==> src/core/masel_regs.vh <==
// constants of the map address and sub map select block
// assumes the block sits behind the i2c slave decode of the device
// How it works
// - output map 7-bit slave address is bits 7..1 of user register 0xfe.
// - that address register resets to 0x00; map stays silent until written.
// - output map answers both reads and writes at programmed address.
// - after reset main address accesses go to the user sub map.
// - bits 6..5 of register 0x0e pick the sub map at the main address.
// - select codes: 00 user, 01 interrupt/vbi data, 10 second user map.
// - main address 0x40 with strap low, 0x42 strap high; reads odd.
`ifndef MASEL_REGS_VH
`define MASEL_REGS_VH
`define MASEL_OFS_SUBMAP_SELECT   8'h0e
`define MASEL_OFS_OUT_MAP_ADDR    8'hfe
`define MASEL_SEL_LSB             5
`define MASEL_SEL_MSB             6
`define MASEL_ADDR_LSB            1
`define MASEL_ADDR_MSB            7
`define MASEL_RST_SUBMAP_SELECT   8'h00
`define MASEL_RST_OUT_MAP_ADDR    8'h00
`define MASEL_RST_SUBMAP_ONEHOT   3'h1
`define MASEL_RST_RDATA           8'h00
`define MASEL_SEL_USER            2'h0
`define MASEL_SEL_INTR_VBI        2'h1
`define MASEL_SEL_USER2           2'h2
`define MASEL_MAIN_ADDR_STRAP_LO  7'h20
`define MASEL_MAIN_ADDR_STRAP_HI  7'h21
`endif

==> src/core/masel_top.v <==
// map address decode and sub map select for the i2c register space
// assumes an i2c slave front end that presents the address byte of each
// transfer and register writes already decoded, all on i_sys_clk
`timescale 1ns/100ps
`default_nettype none
`include "masel_regs.vh"
module masel_top (
   input  wire       i_sys_clk,
   input  wire       i_rst_b,
   input  wire       i_address_strap_input,
   input  wire       i_addr_valid,
   input  wire [7:0] i_addr_byte,
   input  wire       i_reg_we,
   input  wire [7:0] i_reg_addr,
   input  wire [7:0] i_reg_wdata,
   input  wire       i_reg_re,
   output wire       o_addr_ack,
   output wire       o_hit_main,
   output wire       o_hit_out_map,
   output wire       o_read_xfer,
   output wire [1:0] o_submap_select,
   output wire       o_sel_user,
   output wire       o_sel_intr_vbi,
   output wire       o_sel_user2,
   output wire [7:0] o_reg_rdata,
   output wire       o_reg_hit
);
   ////////////////////////////////////////////////////////////////////////
   // sub maps behind the main address; code 11 is left without one
   localparam NUM_SUBMAP = 3;

   ////////////////////////////////////////////////////////////////////////
   // strap synchroniser: second stage alone feeds the decode
   reg        strap_meta_ff;
   reg        strap_ff;
   always @(posedge i_sys_clk or negedge i_rst_b) begin
      if (!i_rst_b) begin
         strap_meta_ff <= 1'b0;
         strap_ff      <= 1'b0;
      end else begin
         strap_meta_ff <= i_address_strap_input;
         strap_ff      <= strap_meta_ff;
      end
   end

   ////////////////////////////////////////////////////////////////////////
   // register write decode; 0xfe lives only in the user sub map
   wire [7:0] submap_select_control;
   wire [7:0] output_map_slave_address;
   wire [1:0] select_field;
   wire       user_map;
   wire       hit_sel_reg;
   wire       hit_oma_reg;
   wire       we_sel;
   wire       we_oma;
   assign select_field = submap_select_control[`MASEL_SEL_MSB:`MASEL_SEL_LSB];
   assign user_map     = (select_field == `MASEL_SEL_USER);
   // the select register answers in every sub map so the host can always return
   assign hit_sel_reg  = (i_reg_addr == `MASEL_OFS_SUBMAP_SELECT);
   assign hit_oma_reg  = user_map && (i_reg_addr == `MASEL_OFS_OUT_MAP_ADDR);
   assign we_sel       = i_reg_we && hit_sel_reg;
   assign we_oma       = i_reg_we && hit_oma_reg;

   ////////////////////////////////////////////////////////////////////////
   // the two register cells; bits outside the used fields read back as written
   masel_reg8 #(
      .RST_VAL (`MASEL_RST_SUBMAP_SELECT)
   ) u_sel (
      .i_sys_clk (i_sys_clk),
      .i_rst_b   (i_rst_b),
      .i_we      (we_sel),
      .i_wdata   (i_reg_wdata),
      .o_q       (submap_select_control)
   );

   // a zero reset value keeps the output map deaf until the host programs it
   masel_reg8 #(
      .RST_VAL (`MASEL_RST_OUT_MAP_ADDR)
   ) u_oma (
      .i_sys_clk (i_sys_clk),
      .i_rst_b   (i_rst_b),
      .i_we      (we_oma),
      .i_wdata   (i_reg_wdata),
      .o_q       (output_map_slave_address)
   );

   ////////////////////////////////////////////////////////////////////////
   // address byte decode
   wire [6:0] addr_seven;
   wire       addr_rw_bit;
   wire [6:0] out_addr;
   wire       out_enabled;
   wire       hit_main;
   wire       hit_out;
   reg  [6:0] main_addr;
   assign addr_seven  = i_addr_byte[7:1];
   assign addr_rw_bit = i_addr_byte[0];
   // the strap is a board level: a change in mid transfer is not guarded against
   always @* begin
      if (strap_ff) begin
         main_addr = `MASEL_MAIN_ADDR_STRAP_HI;
      end else begin
         main_addr = `MASEL_MAIN_ADDR_STRAP_LO;
      end
   end
   assign out_addr    = output_map_slave_address[`MASEL_ADDR_MSB:`MASEL_ADDR_LSB];
   // a zero address means never programmed: the map stays deaf
   assign out_enabled = (out_addr != 7'h00);
   assign hit_main    = (addr_seven == main_addr);
   assign hit_out     = out_enabled && (addr_seven == out_addr);

   ////////////////////////////////////////////////////////////////////////
   // address answer: each flag follows i_addr_valid one cycle later, for as long as it stands
   reg        addr_ack_ff;
   reg        hit_main_ff;
   reg        hit_out_map_ff;
   reg        read_xfer_ff;
   reg        nxt_addr_ack;
   reg        nxt_hit_main;
   reg        nxt_hit_out_map;
   reg        nxt_read_xfer;
   always @* begin
      nxt_addr_ack    = i_addr_valid && (hit_main || hit_out);
      nxt_hit_main    = i_addr_valid && hit_main;
      nxt_hit_out_map = i_addr_valid && hit_out;
      // the direction bit is passed on for any address; the front end gates it by ack
      nxt_read_xfer   = i_addr_valid && addr_rw_bit;
   end

   always @(posedge i_sys_clk or negedge i_rst_b) begin
      if (!i_rst_b) begin
         addr_ack_ff    <= 1'b0;
         hit_main_ff    <= 1'b0;
         hit_out_map_ff <= 1'b0;
         read_xfer_ff   <= 1'b0;
      end else begin
         addr_ack_ff    <= nxt_addr_ack;
         hit_main_ff    <= nxt_hit_main;
         hit_out_map_ff <= nxt_hit_out_map;
         read_xfer_ff   <= nxt_read_xfer;
      end
   end

   ////////////////////////////////////////////////////////////////////////
   // sub map steering, one flag per sub map; bit n lights for select code n
   wire [NUM_SUBMAP-1:0] nxt_submap_onehot;
   reg  [NUM_SUBMAP-1:0] submap_onehot_ff;
   reg  [1:0]            submap_select_ff;
   reg  [1:0]            nxt_submap_select;
   genvar                gi;
   generate
      for (gi = 0; gi < NUM_SUBMAP; gi = gi + 1) begin : g_submap
         assign nxt_submap_onehot[gi] = ({30'h0, select_field} == gi);
      end
   endgenerate
   // steering lags the register by one cycle; a write counts from the next access on
   always @* begin
      nxt_submap_select = select_field;
   end
   always @(posedge i_sys_clk or negedge i_rst_b) begin
      if (!i_rst_b) begin
         submap_select_ff <= `MASEL_SEL_USER;
         submap_onehot_ff <= `MASEL_RST_SUBMAP_ONEHOT;
      end else begin
         submap_select_ff <= nxt_submap_select;
         submap_onehot_ff <= nxt_submap_onehot;
      end
   end

   ////////////////////////////////////////////////////////////////////////
   // read back, one cycle after the read strobe; data holds until the next read
   reg  [7:0] reg_rdata_ff;
   reg        reg_hit_ff;
   reg  [7:0] nxt_reg_rdata;
   reg        nxt_reg_hit;
   always @* begin
      nxt_reg_rdata = reg_rdata_ff;
      nxt_reg_hit   = 1'b0;
      if (i_reg_re) begin
         case (i_reg_addr)
            `MASEL_OFS_SUBMAP_SELECT: begin
               nxt_reg_rdata = submap_select_control;
               nxt_reg_hit   = 1'b1;
            end
            `MASEL_OFS_OUT_MAP_ADDR: begin
               // hidden while another sub map is selected
               nxt_reg_rdata = user_map ? output_map_slave_address : 8'h00;
               nxt_reg_hit   = user_map;
            end
            default: begin
               // unmapped subaddress: zero, no hit
               nxt_reg_rdata = 8'h00;
            end
         endcase
      end
   end

   always @(posedge i_sys_clk or negedge i_rst_b) begin
      if (!i_rst_b) begin
         reg_rdata_ff <= `MASEL_RST_RDATA;
         reg_hit_ff   <= 1'b0;
      end else begin
         reg_rdata_ff <= nxt_reg_rdata;
         reg_hit_ff   <= nxt_reg_hit;
      end
   end

   ////////////////////////////////////////////////////////////////////////
   // address answer outputs, straight from flip-flops
   assign o_addr_ack      = addr_ack_ff;
   assign o_hit_main      = hit_main_ff;
   assign o_hit_out_map   = hit_out_map_ff;
   assign o_read_xfer     = read_xfer_ff;

   ////////////////////////////////////////////////////////////////////////
   // steering and read back outputs, straight from flip-flops
   assign o_submap_select = submap_select_ff;
   assign o_sel_user      = submap_onehot_ff[`MASEL_SEL_USER];
   assign o_sel_intr_vbi  = submap_onehot_ff[`MASEL_SEL_INTR_VBI];
   assign o_sel_user2     = submap_onehot_ff[`MASEL_SEL_USER2];
   assign o_reg_rdata     = reg_rdata_ff;
   assign o_reg_hit       = reg_hit_ff;
endmodule
`default_nettype wire

==> src/core/masel_reg8.v <==
// one 8-bit register with write strobe and async reset value
// assumes write strobe and data are on the system clock
`timescale 1ns/100ps
`default_nettype none
module masel_reg8 #(
   parameter [7:0] RST_VAL = 8'h00
) (
   input  wire       i_sys_clk,
   input  wire       i_rst_b,
   input  wire       i_we,
   input  wire [7:0] i_wdata,
   output wire [7:0] o_q
);
   reg [7:0] q_ff;
   always @(posedge i_sys_clk or negedge i_rst_b) begin
      if (!i_rst_b) begin
         q_ff <= RST_VAL;
      end else if (i_we) begin
         q_ff <= i_wdata;
      end
   end
   assign o_q = q_ff;
endmodule
`default_nettype wire

==> config.mk <==
export PLATFORM = sky130hd
export DESIGN_NAME = masel_top
export DESIGN_NICKNAME = d
export VERILOG_FILES = /design/src/core/masel_top.v /design/src/core/masel_reg8.v
export VERILOG_INCLUDE_DIRS = /design/src /design/src/core
export SDC_FILE = /design/constraint.sdc
export NUM_CORES = 1
export LEC_CHECK = 0
export BUFFER_PORTS_ARGS = -buffer_cell sky130_fd_sc_hd__clkbuf_2
export CORE_ASPECT_RATIO = 1.5
export CORE_UTILIZATION = 44
export DETAILED_ROUTE_END_ITERATION = 8
export GPL_TIMING_DRIVEN = 0
export MAX_ROUTING_LAYER = met4
export PLACE_DENSITY = 0.7
export SYNTH_ARGS = -nofsm -noshare
export SYNTH_HDL_FRONTEND = slang
export SYNTH_SLANG_ARGS = --single-unit
export TNS_END_PERCENT = 10
==> constraint.sdc <==
create_clock -name i_sys_clk -period 1.22 [get_ports i_sys_clk]
set_input_delay 0.061 -clock i_sys_clk [delete_from_list [all_inputs] [get_ports i_sys_clk]]
set_output_delay 0.061 -clock i_sys_clk [all_outputs]
set_load 0.01 [all_outputs]
==> results of run 1 <==
synthesized netlist by cell type:
library cell | n | area share
dfrtp_1 | 35 | 0.58
nor2_1 | 12 | 0.030
a21oi_1 | 9 | 0.030
a22oi_1 | 8 | 0.040
mux2_2 | 8 | 0.060
mux2_4 | 8 | 0.080
xor2_1 | 5 | 0.029
nand2_1 | 2 | 0.0050
nor2b_1 | 2 | 0.0083
nor3_1 | 2 | 0.0067
nor4_1 | 2 | 0.0083
xnor2_1 | 2 | 0.012
and2_1 | 1 | 0.0042
and3_1 | 1 | 0.0042
buf_1 | 1 | 0.0025
buf_6 | 1 | 0.0075
clkbuf_1 | 1 | 0.0025
dfstp_2 | 1 | 0.018
inv_1 | 1 | 0.0025
nand2b_1 | 1 | 0.0042
nand4_1 | 1 | 0.0042
nand4b_2 | 1 | 0.010
nor2_2 | 1 | 0.0042
nor4_2 | 1 | 0.0083
nor4bb_1 | 1 | 0.0067
o2111a_1 | 1 | 0.0075
o21a_1 | 1 | 0.0050
or2_2 | 1 | 0.0042
or3_1 | 1 | 0.0042
or4_4 | 1 | 0.0075
layout make-up:
class	count	area [um2]
buffer	3	18.8
clock buffer	7	76.3
clock inverter	1	5.00
fill	289	1210
inverter	1	3.75
multi-input combinational	73	606
sequential	36	903
tap	40	50.0
timing repair buffer	55	317
what timing repair did:
item | 4_1_cts | 5_1_grt
endpoints found under the hold margin | 38 | 0
hold buffers | 6 | 0
buffers inserted | 3 | 0
resized for setup | 6 | 2
setup endpoints to repair | 27 | 26
gates cloned | 0 | 0
pin swaps | 4 | 13
state kept, by name, summed over array words and instances, names as in the netlist:
| signal | count |
|---|---|
| o_reg_rdata | 8 |
| u_oma.o_q | 8 |
| u_sel.o_q | 8 |
| submap_onehot_ff | 3 |
| o_submap_select | 2 |
| o_addr_ack | 1 |
| o_hit_main | 1 |
| o_hit_out_map | 1 |
| o_read_xfer | 1 |
| o_reg_hit | 1 |
| strap_ff | 1 |
| strap_meta_ff | 1 |
worst max-delay path, delay by kind of cell (launching register included):
family          cells  cell delay, ns
simple gates        2            0.51
flops               1            0.39
compound gates      2            0.35
cell families (layout without fill, tap and decap cells):
logic type / after synthesis / count (layout) / share of synthesized area
buf+inv: 4 / 67 / 0.0150
xor+xnor: 7 / 7 / 0.0409
flops: 36 / 36 / 0.601
simple gates: 31 / 31 / 0.120
mux: 16 / 16 / 0.140
compound gates: 19 / 19 / 0.0826
worst max path at each step:
stage | start | to | slack [ns] | depth (start not counted)
final | u_oma.o_q[3] | o_addr_ack | -0.15 | 4
after global placement | u_sel.o_q[6] | o_reg_rdata[1] | -0.38 | 3
after detailed placement | u_sel.o_q[6] | o_reg_rdata[4] | -0.41 | 3
after floorplan | i_reg_addr[4] | u_sel.o_q[0] | -0.25 | 4
after CTS | u_oma.o_q[1] | o_addr_ack | -0.18 | 4
after global routing | u_oma.o_q[3] | o_addr_ack | -0.20 | 4
report_power, final:
group          internal, W  switching, W
sequential         0.00125     0.0000419
combinational     0.000133      0.000121
clock             0.000400      0.000404
total              0.00179      0.000567
metal layers:
metal	vias up	wire, um	global-route usage	share of wire
met4	0	78	0.105	0.026
met2	30	1560	0.320	0.53
met1	531	1180	0.194	0.40
met3	6	134	0.0559	0.045
li1	528	-	-	-
met5	-	0	-	0
stage by stage:
stage          worst slack, ns  hold WS (ns)
2_1_floorplan           -0.249        -0.235
3_3_place_gp            -0.384         0.174
3_5_place_dp            -0.407         0.172
4_1_cts                 -0.178       0.00807
5_1_grt                 -0.197        0.0131
6_report                -0.147       0.00916
==> results.yml, run 1 <==
setup_path:
  cp_slowest_cell: "dfrtp_1"
  critPathCaptureType: "flop"
  cp.arrival_ns: 1.55
  reg2reg_depth: 4
  cp_slowest_stage_delay_ns: 0.39
  r2r_end: "o_addr_ack"
  worstSetupPathType: "reg -> reg"
  ff2ff_setup_slack_ns: -0.15
  cp-start-kind: "flop"
  path_cells: "nor4_2 > a21oi_1 > o2111a_1 > or2_4"
  critPathRequiredTime_ns: 1.40
  crit_fanout: 2
  r2r_start: "u_oma.o_q[3]"
route:
  drc: 0
  initialDrtViolationCount: 27
  drt-pass1-iter-count: 4
  routedWlPerCell_um: 13.7
  via_per_inst: 5.07
  wl_mm: 2.95
  num_vias: 1095
  ant_nets: 0
die:
  rows: 25
  pin_count: 48
  initial_utilization: 0.470
  coreArea_mm2: 0.00319
  fp.dieW_um: 49.7
  dieArea_mm2: 0.00365
  dieHeight_um: 73.5
clocking:
  root_buffer: "clkbuf_8"
  cts_tree: "yes"
  cts.sinks: 36
  clock_latency_ns: 0.29
  cts-htree-levels: 2
  cts_buffer_depth: 2
  clk_pin_slew_ns: 0.07
  numCtsBuffers: 5
global_routing:
  grt_max_degree: 37
  gr-total-overflow: 0
  grt_pass1_wl_mm: 4.82
  grt_pass1_vias: 1105
  grt_usage: 0.189
  grt_antenna_before_repair: 0
placed_design:
  hpwl_mm: 2.17
  gp_congestion: 0.710
  placed_cells: 199
  port_buffers: 46
  post_dp_cell_area_mm2: 0.00178
logic_synthesis:
  yosysUniqueCellTypes: 30
  ys_seq_area_frac: 0.601
  syn_avg_cell_area_um2: 13.3
  ys_ff_latch: 36
  yosysWarnings: 0
  syn_area_mm2: 0.00150
  synth_nets: 143
  netlist_instances: 113
timing:
  drv_slew: 0
  finalClockSkew_ns: 0.00460
  finalSetupViolCount: 17
  slew_headroom: 0.437
  worst_pin_slew_ns: 0.845
  finalHoldViolCount: 0
  fmaxAchievable_mhz: 731
  rsz0062_at_grt: "yes"
  fin_tns_setup_ns: -1.79
  fin_crit_ns: 1.37
  period_share: 1.12
  fin_ws_ns: -0.147
power_and_ir_drop:
  power.density_mw_per_mm2: 1190
  leakage_nw: 1.03
  total_power_w: 0.00235
  vdd_drop_max_mv: 0.922
layout:
  area_delta_synth_final_pct: 31.9
  final_nets: 205
  drive_above_1_share: 0.472
  antenna_cells: 0
  final_common_cell: "clkbuf_2"
  fin_cells: 216
  final_cell_mix: "clkbuf_2, dfrtp_1, nor2_1"
  utilization: 0.620
  finish.instance_area_mm2: 0.00198
hold_path:
  min-delay-start: "i_addr_valid"
  hold_depth: 2
  min_path_type: "in -> reg"
  hold_end: "o_read_xfer"
outcome:
  status: "complete, but fails checks"
  violations: "negative setup slack"
job:
  cap_violations: 0
Power figures use the tool's default switching activity.
==> inputs of run 2 (changes only) <==
--- a/config.mk
+++ b/config.mk
@@ -7,6 +7,7 @@
 export NUM_CORES = 1
 export LEC_CHECK = 0
 export BUFFER_PORTS_ARGS = -buffer_cell sky130_fd_sc_hd__clkbuf_2
+export CAP_MARGIN = 10
 export CORE_ASPECT_RATIO = 1.5
 export CORE_UTILIZATION = 44
 export DETAILED_ROUTE_END_ITERATION = 8
==> constraint.sdc (replaced) <==
create_clock -name i_sys_clk -period 1.22 [get_ports i_sys_clk]
set_input_delay 0.244 -clock i_sys_clk [delete_from_list [all_inputs] [get_ports i_sys_clk]]
set_output_delay 0.244 -clock i_sys_clk [all_outputs]
set_load 0.01 [all_outputs]
==> results.yml, run 2 (synthesis results as in run 1) <==
outcome:
  status: "complete, but fails checks"
  violations: "negative setup slack"
layout:
  antenna_cells: 0
  nFillCells: 291
  finish.instance_area_mm2: 0.00191
  final_common_cell: "clkbuf_2"
  final_cell_mix: "clkbuf_2, dfrtp_1, nor2_1"
  area_delta_synth_final_pct: 27.5
  utilization: 0.600
  multiInputGateArea_um2: 608
  final_nets: 198
  drive_above_1_share: 0.491
  register_area_um2: 903
die:
  pin_count: 48
  fp.dieW_um: 49.7
  dieArea_mm2: 0.00365
  initial_utilization: 0.470
  rows: 25
  dieHeight_um: 73.5
  coreArea_mm2: 0.00319
global_routing:
  grt_pass1_vias: 1076
  grt_usage: 0.188
  grt_max_degree: 37
  gr-total-overflow: 0
  grt_antenna_before_repair: 0
  grt_pass1_wl_mm: 4.78
setup_path:
  worstSetupPathType: "in -> reg"
  cp.arrival_ns: 1.63
  critPathRequiredTime_ns: 1.40
  crit_fanout: 8
  cp-start-kind: "primary input"
  critPathCaptureType: "flop"
clocking:
  cts_hold_buffers: 0
  clock_latency_ns: 0.30
  cts-htree-levels: 2
  cts.sinks: 36
  cts_buffer_depth: 2
  cts_tree: "yes"
  numCtsBuffers: 5
  clk_pin_slew_ns: 0.07
  root_buffer: "clkbuf_8"
timing:
  fin_crit_ns: 1.45
  finalSetupViolCount: 25
  drv_slew: 0
  fin_ws_ns: -0.233
  fmaxAchievable_mhz: 688
  finalClockSkew_ns: 0.00694
  hold_ws_ns: 0.0408
  worst_pin_slew_ns: 0.846
  rsz0062_at_grt: "yes"
  finalHoldViolCount: 0
  period_share: 1.19
  slew_headroom: 0.436
route:
  routedWlPerCell_um: 13.9
  drc: 0
  via_per_inst: 5.12
  wl_mm: 2.91
  initialDrtViolationCount: 26
  ant_nets: 0
  num_vias: 1071
  drt-pass1-iter-count: 4
placed_design:
  gp_congestion: 0.710
  port_buffers: 46
  hpwl_mm: 2.17
  post_dp_cell_area_mm2: 0.00178
power_and_ir_drop:
  power.density_mw_per_mm2: 1230
  vdd_drop_max_mv: 0.924
  leakage_nw: 1.00
job:
  cap_violations: 0
hold_path:
  min_path_type: "in -> async"
## run 2: final cells by class
class | count | area share
Tap cell | 40 | 0.0262
Clock inverter | 1 | 0.00262
Multi-Input combinational cell | 73 | 0.318
Timing Repair Buffer | 49 | 0.135
Inverter | 1 | 0.00196
Clock buffer | 7 | 0.0399
Buffer | 2 | 0.00392
Sequential cell | 36 | 0.472
## run 2: final timing paths
| kind | endpoint | depth (start not counted) | slack, ns | start |
|---|---|---|---|---|
| setup reg to reg | o_addr_ack | 4 | -0.19 | u_oma.o_q[1] |
| setup / recovery | u_sel.o_q[2] | 4 | -0.23 | i_reg_addr[4] |
| hold / removal | u_oma.o_q[4] | 1 | 0.04 | i_rst_b |
| min in group i_sys_clk | strap_meta_ff | 1 | 0.05 | i_address_strap_input |
| max in group asynchronous | u_sel.o_q[6] | 1 | 0.59 | i_rst_b |
| hold reg to reg | strap_ff | 0 | 0.36 | strap_meta_ff |
## run 2: per-layer routing
| layer | track usage | share of wire | vias up |
|---|---|---|---|
| li1 | - | - | 512 |
| met1 | 0.197 | 0.39 | 523 |
| met2 | 0.312 | 0.53 | 30 |
| met3 | 0.0580 | 0.051 | 6 |
| met4 | 0.105 | 0.027 | 0 |
| met5 | - | 0 | - |
## run 2: repair_timing
item                                    CTS  global route
resized for setup                         5             3
endpoints found under the setup margin   27            26
pin swaps                                 2             0
cloned                                    0             0
buffers inserted                          3             0
hold endpoints to repair                  0             0
## run 2: stage by stage
step / setup TNS, ns / instances / setup WS (ns) / power, W
after CTS: -3.35 / 209 / -0.230 / 0.00237
after global routing: -4.35 / 209 / -0.253 / 0.00244
after global placement: -9.73 / 199 / -0.553 / 0.00153
after detailed placement: -10.38 / 199 / -0.583 / 0.00155
final: -3.14 / 209 / -0.233 / 0.00235
after floorplan: -4.72 / 113 / -0.432 / 0.00142
## run 2: worst max-delay path: stages
cell and delay (ns):
buf_6 0.09, or4_4 0.53, or3_4 0.43, mux2_4 0.32
## run 2: power by group
part | internal (W) | switching [W] | total (W)
Sequential | 0.00125 | 0.0000421 | 0.00130
Combinational | 0.000122 | 0.000118 | 0.000240
Clock | 0.000400 | 0.000409 | 0.000809
==> inputs of run 3 (changes only) <==
--- a/config.mk
+++ b/config.mk
@@ -14,6 +14,7 @@
 export GPL_TIMING_DRIVEN = 0
 export MAX_ROUTING_LAYER = met4
 export PLACE_DENSITY = 0.7
+export SKIP_LAST_GASP = 1
 export SYNTH_ARGS = -nofsm -noshare
 export SYNTH_HDL_FRONTEND = slang
 export SYNTH_SLANG_ARGS = --single-unit
==> results.yml, run 3 (synthesis results as in run 1) <==
outcome:
  status: "complete, but fails checks"
  violations: "negative setup slack"
die:
  dieHeight_um: 73.5
  dieArea_mm2: 0.00365
  pin_count: 48
  coreArea_mm2: 0.00319
  rows: 25
  fp.dieW_um: 49.7
  initial_utilization: 0.470
setup_path:
  cp.arrival_ns: 1.64
  crit_fanout: 8
  worstSetupPathType: "in -> reg"
  cp-start-kind: "primary input"
  critPathRequiredTime_ns: 1.40
  critPathCaptureType: "flop"
timing:
  fmaxAchievable_mhz: 686
  fin_ws_ns: -0.239
  period_share: 1.20
  worst_pin_slew_ns: 0.847
  fin_crit_ns: 1.46
  finalSetupViolCount: 25
  drv_slew: 0
  finalHoldViolCount: 0
  hold_ws_ns: 0.0438
  finalClockSkew_ns: 0.00472
  slew_headroom: 0.436
  rsz0062_at_grt: "yes"
power_and_ir_drop:
  leakage_nw: 1.00
  total_power_w: 0.00234
  power.density_mw_per_mm2: 1230
  vdd_drop_max_mv: 0.910
placed_design:
  port_buffers: 46
  hpwl_mm: 2.17
  gp_congestion: 0.710
  placed_cells: 199
  pre_cts_ws_ns: -0.583
layout:
  fin_cells: 209
  antenna_cells: 0
  final_cell_mix: "clkbuf_2, dfrtp_1, nor2_1"
  final_common_cell: "clkbuf_2"
  drive_above_1_share: 0.485
  utilization: 0.596
  area_delta_synth_final_pct: 26.8
  final_nets: 198
route:
  wl_mm: 2.88
  num_vias: 1067
  ant_nets: 0
  initialDrtViolationCount: 33
  drc: 0
  via_per_inst: 5.11
  routedWlPerCell_um: 13.8
  drt-pass1-iter-count: 4
clocking:
  numCtsBuffers: 5
  cts_tree: "yes"
  clock_latency_ns: 0.29
  clk_pin_slew_ns: 0.07
  cts.sinks: 36
  root_buffer: "clkbuf_8"
  cts_buffer_depth: 2
  cts-htree-levels: 2
job:
  cap_violations: 0
global_routing:
  gr-total-overflow: 0
  grt_usage: 0.188
  grt_pass1_wl_mm: 4.79
  grt_pass1_vias: 1073
  grt_antenna_before_repair: 0
  grt_max_degree: 37
hold_path:
  min_path_type: "in -> async"
## run 3: cell count changes in the layout (fill, tap and decap cells not counted), sizes merged
| cell | change |
|---|---|
| buf | -1 |
| clkbuf | +1 |
## run 3: final cells by class
class,count,area [um2]
tap,40,50.0
buffer,2,7.51
fill,292,1290
inverter,1,3.75
multi-input combinational,73,603
sequential,36,903
timing repair buffer,49,253
clock buffer,7,76.3
clock inverter,1,5.00
## run 3: metrics by stage
| stage | area (um2) | setup TNS (ns) |
|---|---|---|
| 6_report | 1900 | -2.89 |
| 5_1_grt | 1900 | -4.37 |
| 4_1_cts | 1890 | -4.06 |
| 3_5_place_dp | 1780 | -10.38 |
| 3_3_place_gp | 1780 | -9.73 |
| 2_1_floorplan | 1500 | -4.72 |
## run 3: final timing paths
check | from | to | slack [ns] | cells after the start
min | i_rst_b | u_oma.o_q[4] | 0.04 | 1
min in group i_sys_clk | i_address_strap_input | strap_meta_ff | 0.05 | 1
min reg2reg | strap_meta_ff | strap_ff | 0.36 | 0
max in group asynchronous | i_rst_b | u_sel.o_q[6] | 0.59 | 1
max reg2reg | u_oma.o_q[1] | o_addr_ack | -0.19 | 4
max | i_reg_addr[4] | u_sel.o_q[2] | -0.24 | 4
## run 3: timing repair
action / CTS / global route
endpoints found under the setup margin: 27 / 26
resized for setup: 3 / 3
hold buffers: 0 / 0
setup buffers: 3 / 0
pin swaps: 2 / 1
## run 3: power breakdown
group	total, W	internal (W)	leakage [nW]	switching [W]
Combinational	0.000236	0.000120	0.481	0.000116
Sequential	0.00130	0.00125	0.477	0.0000419
Clock	0.000804	0.000400	0.0422	0.000404
## run 3: routing by layer
layer  vias up  track usage  wire (um)
li1        512            -          -
met1       517        0.199       1120
met2        32        0.309       1530
met3         6       0.0580        151
met4         0        0.105         78
met5         -            -          0
## run 3: critical path, cell delays in order
cell	delay (ns)
clkbuf_2	0.09
or4_4	0.54
or3_4	0.44
mux2_4	0.32
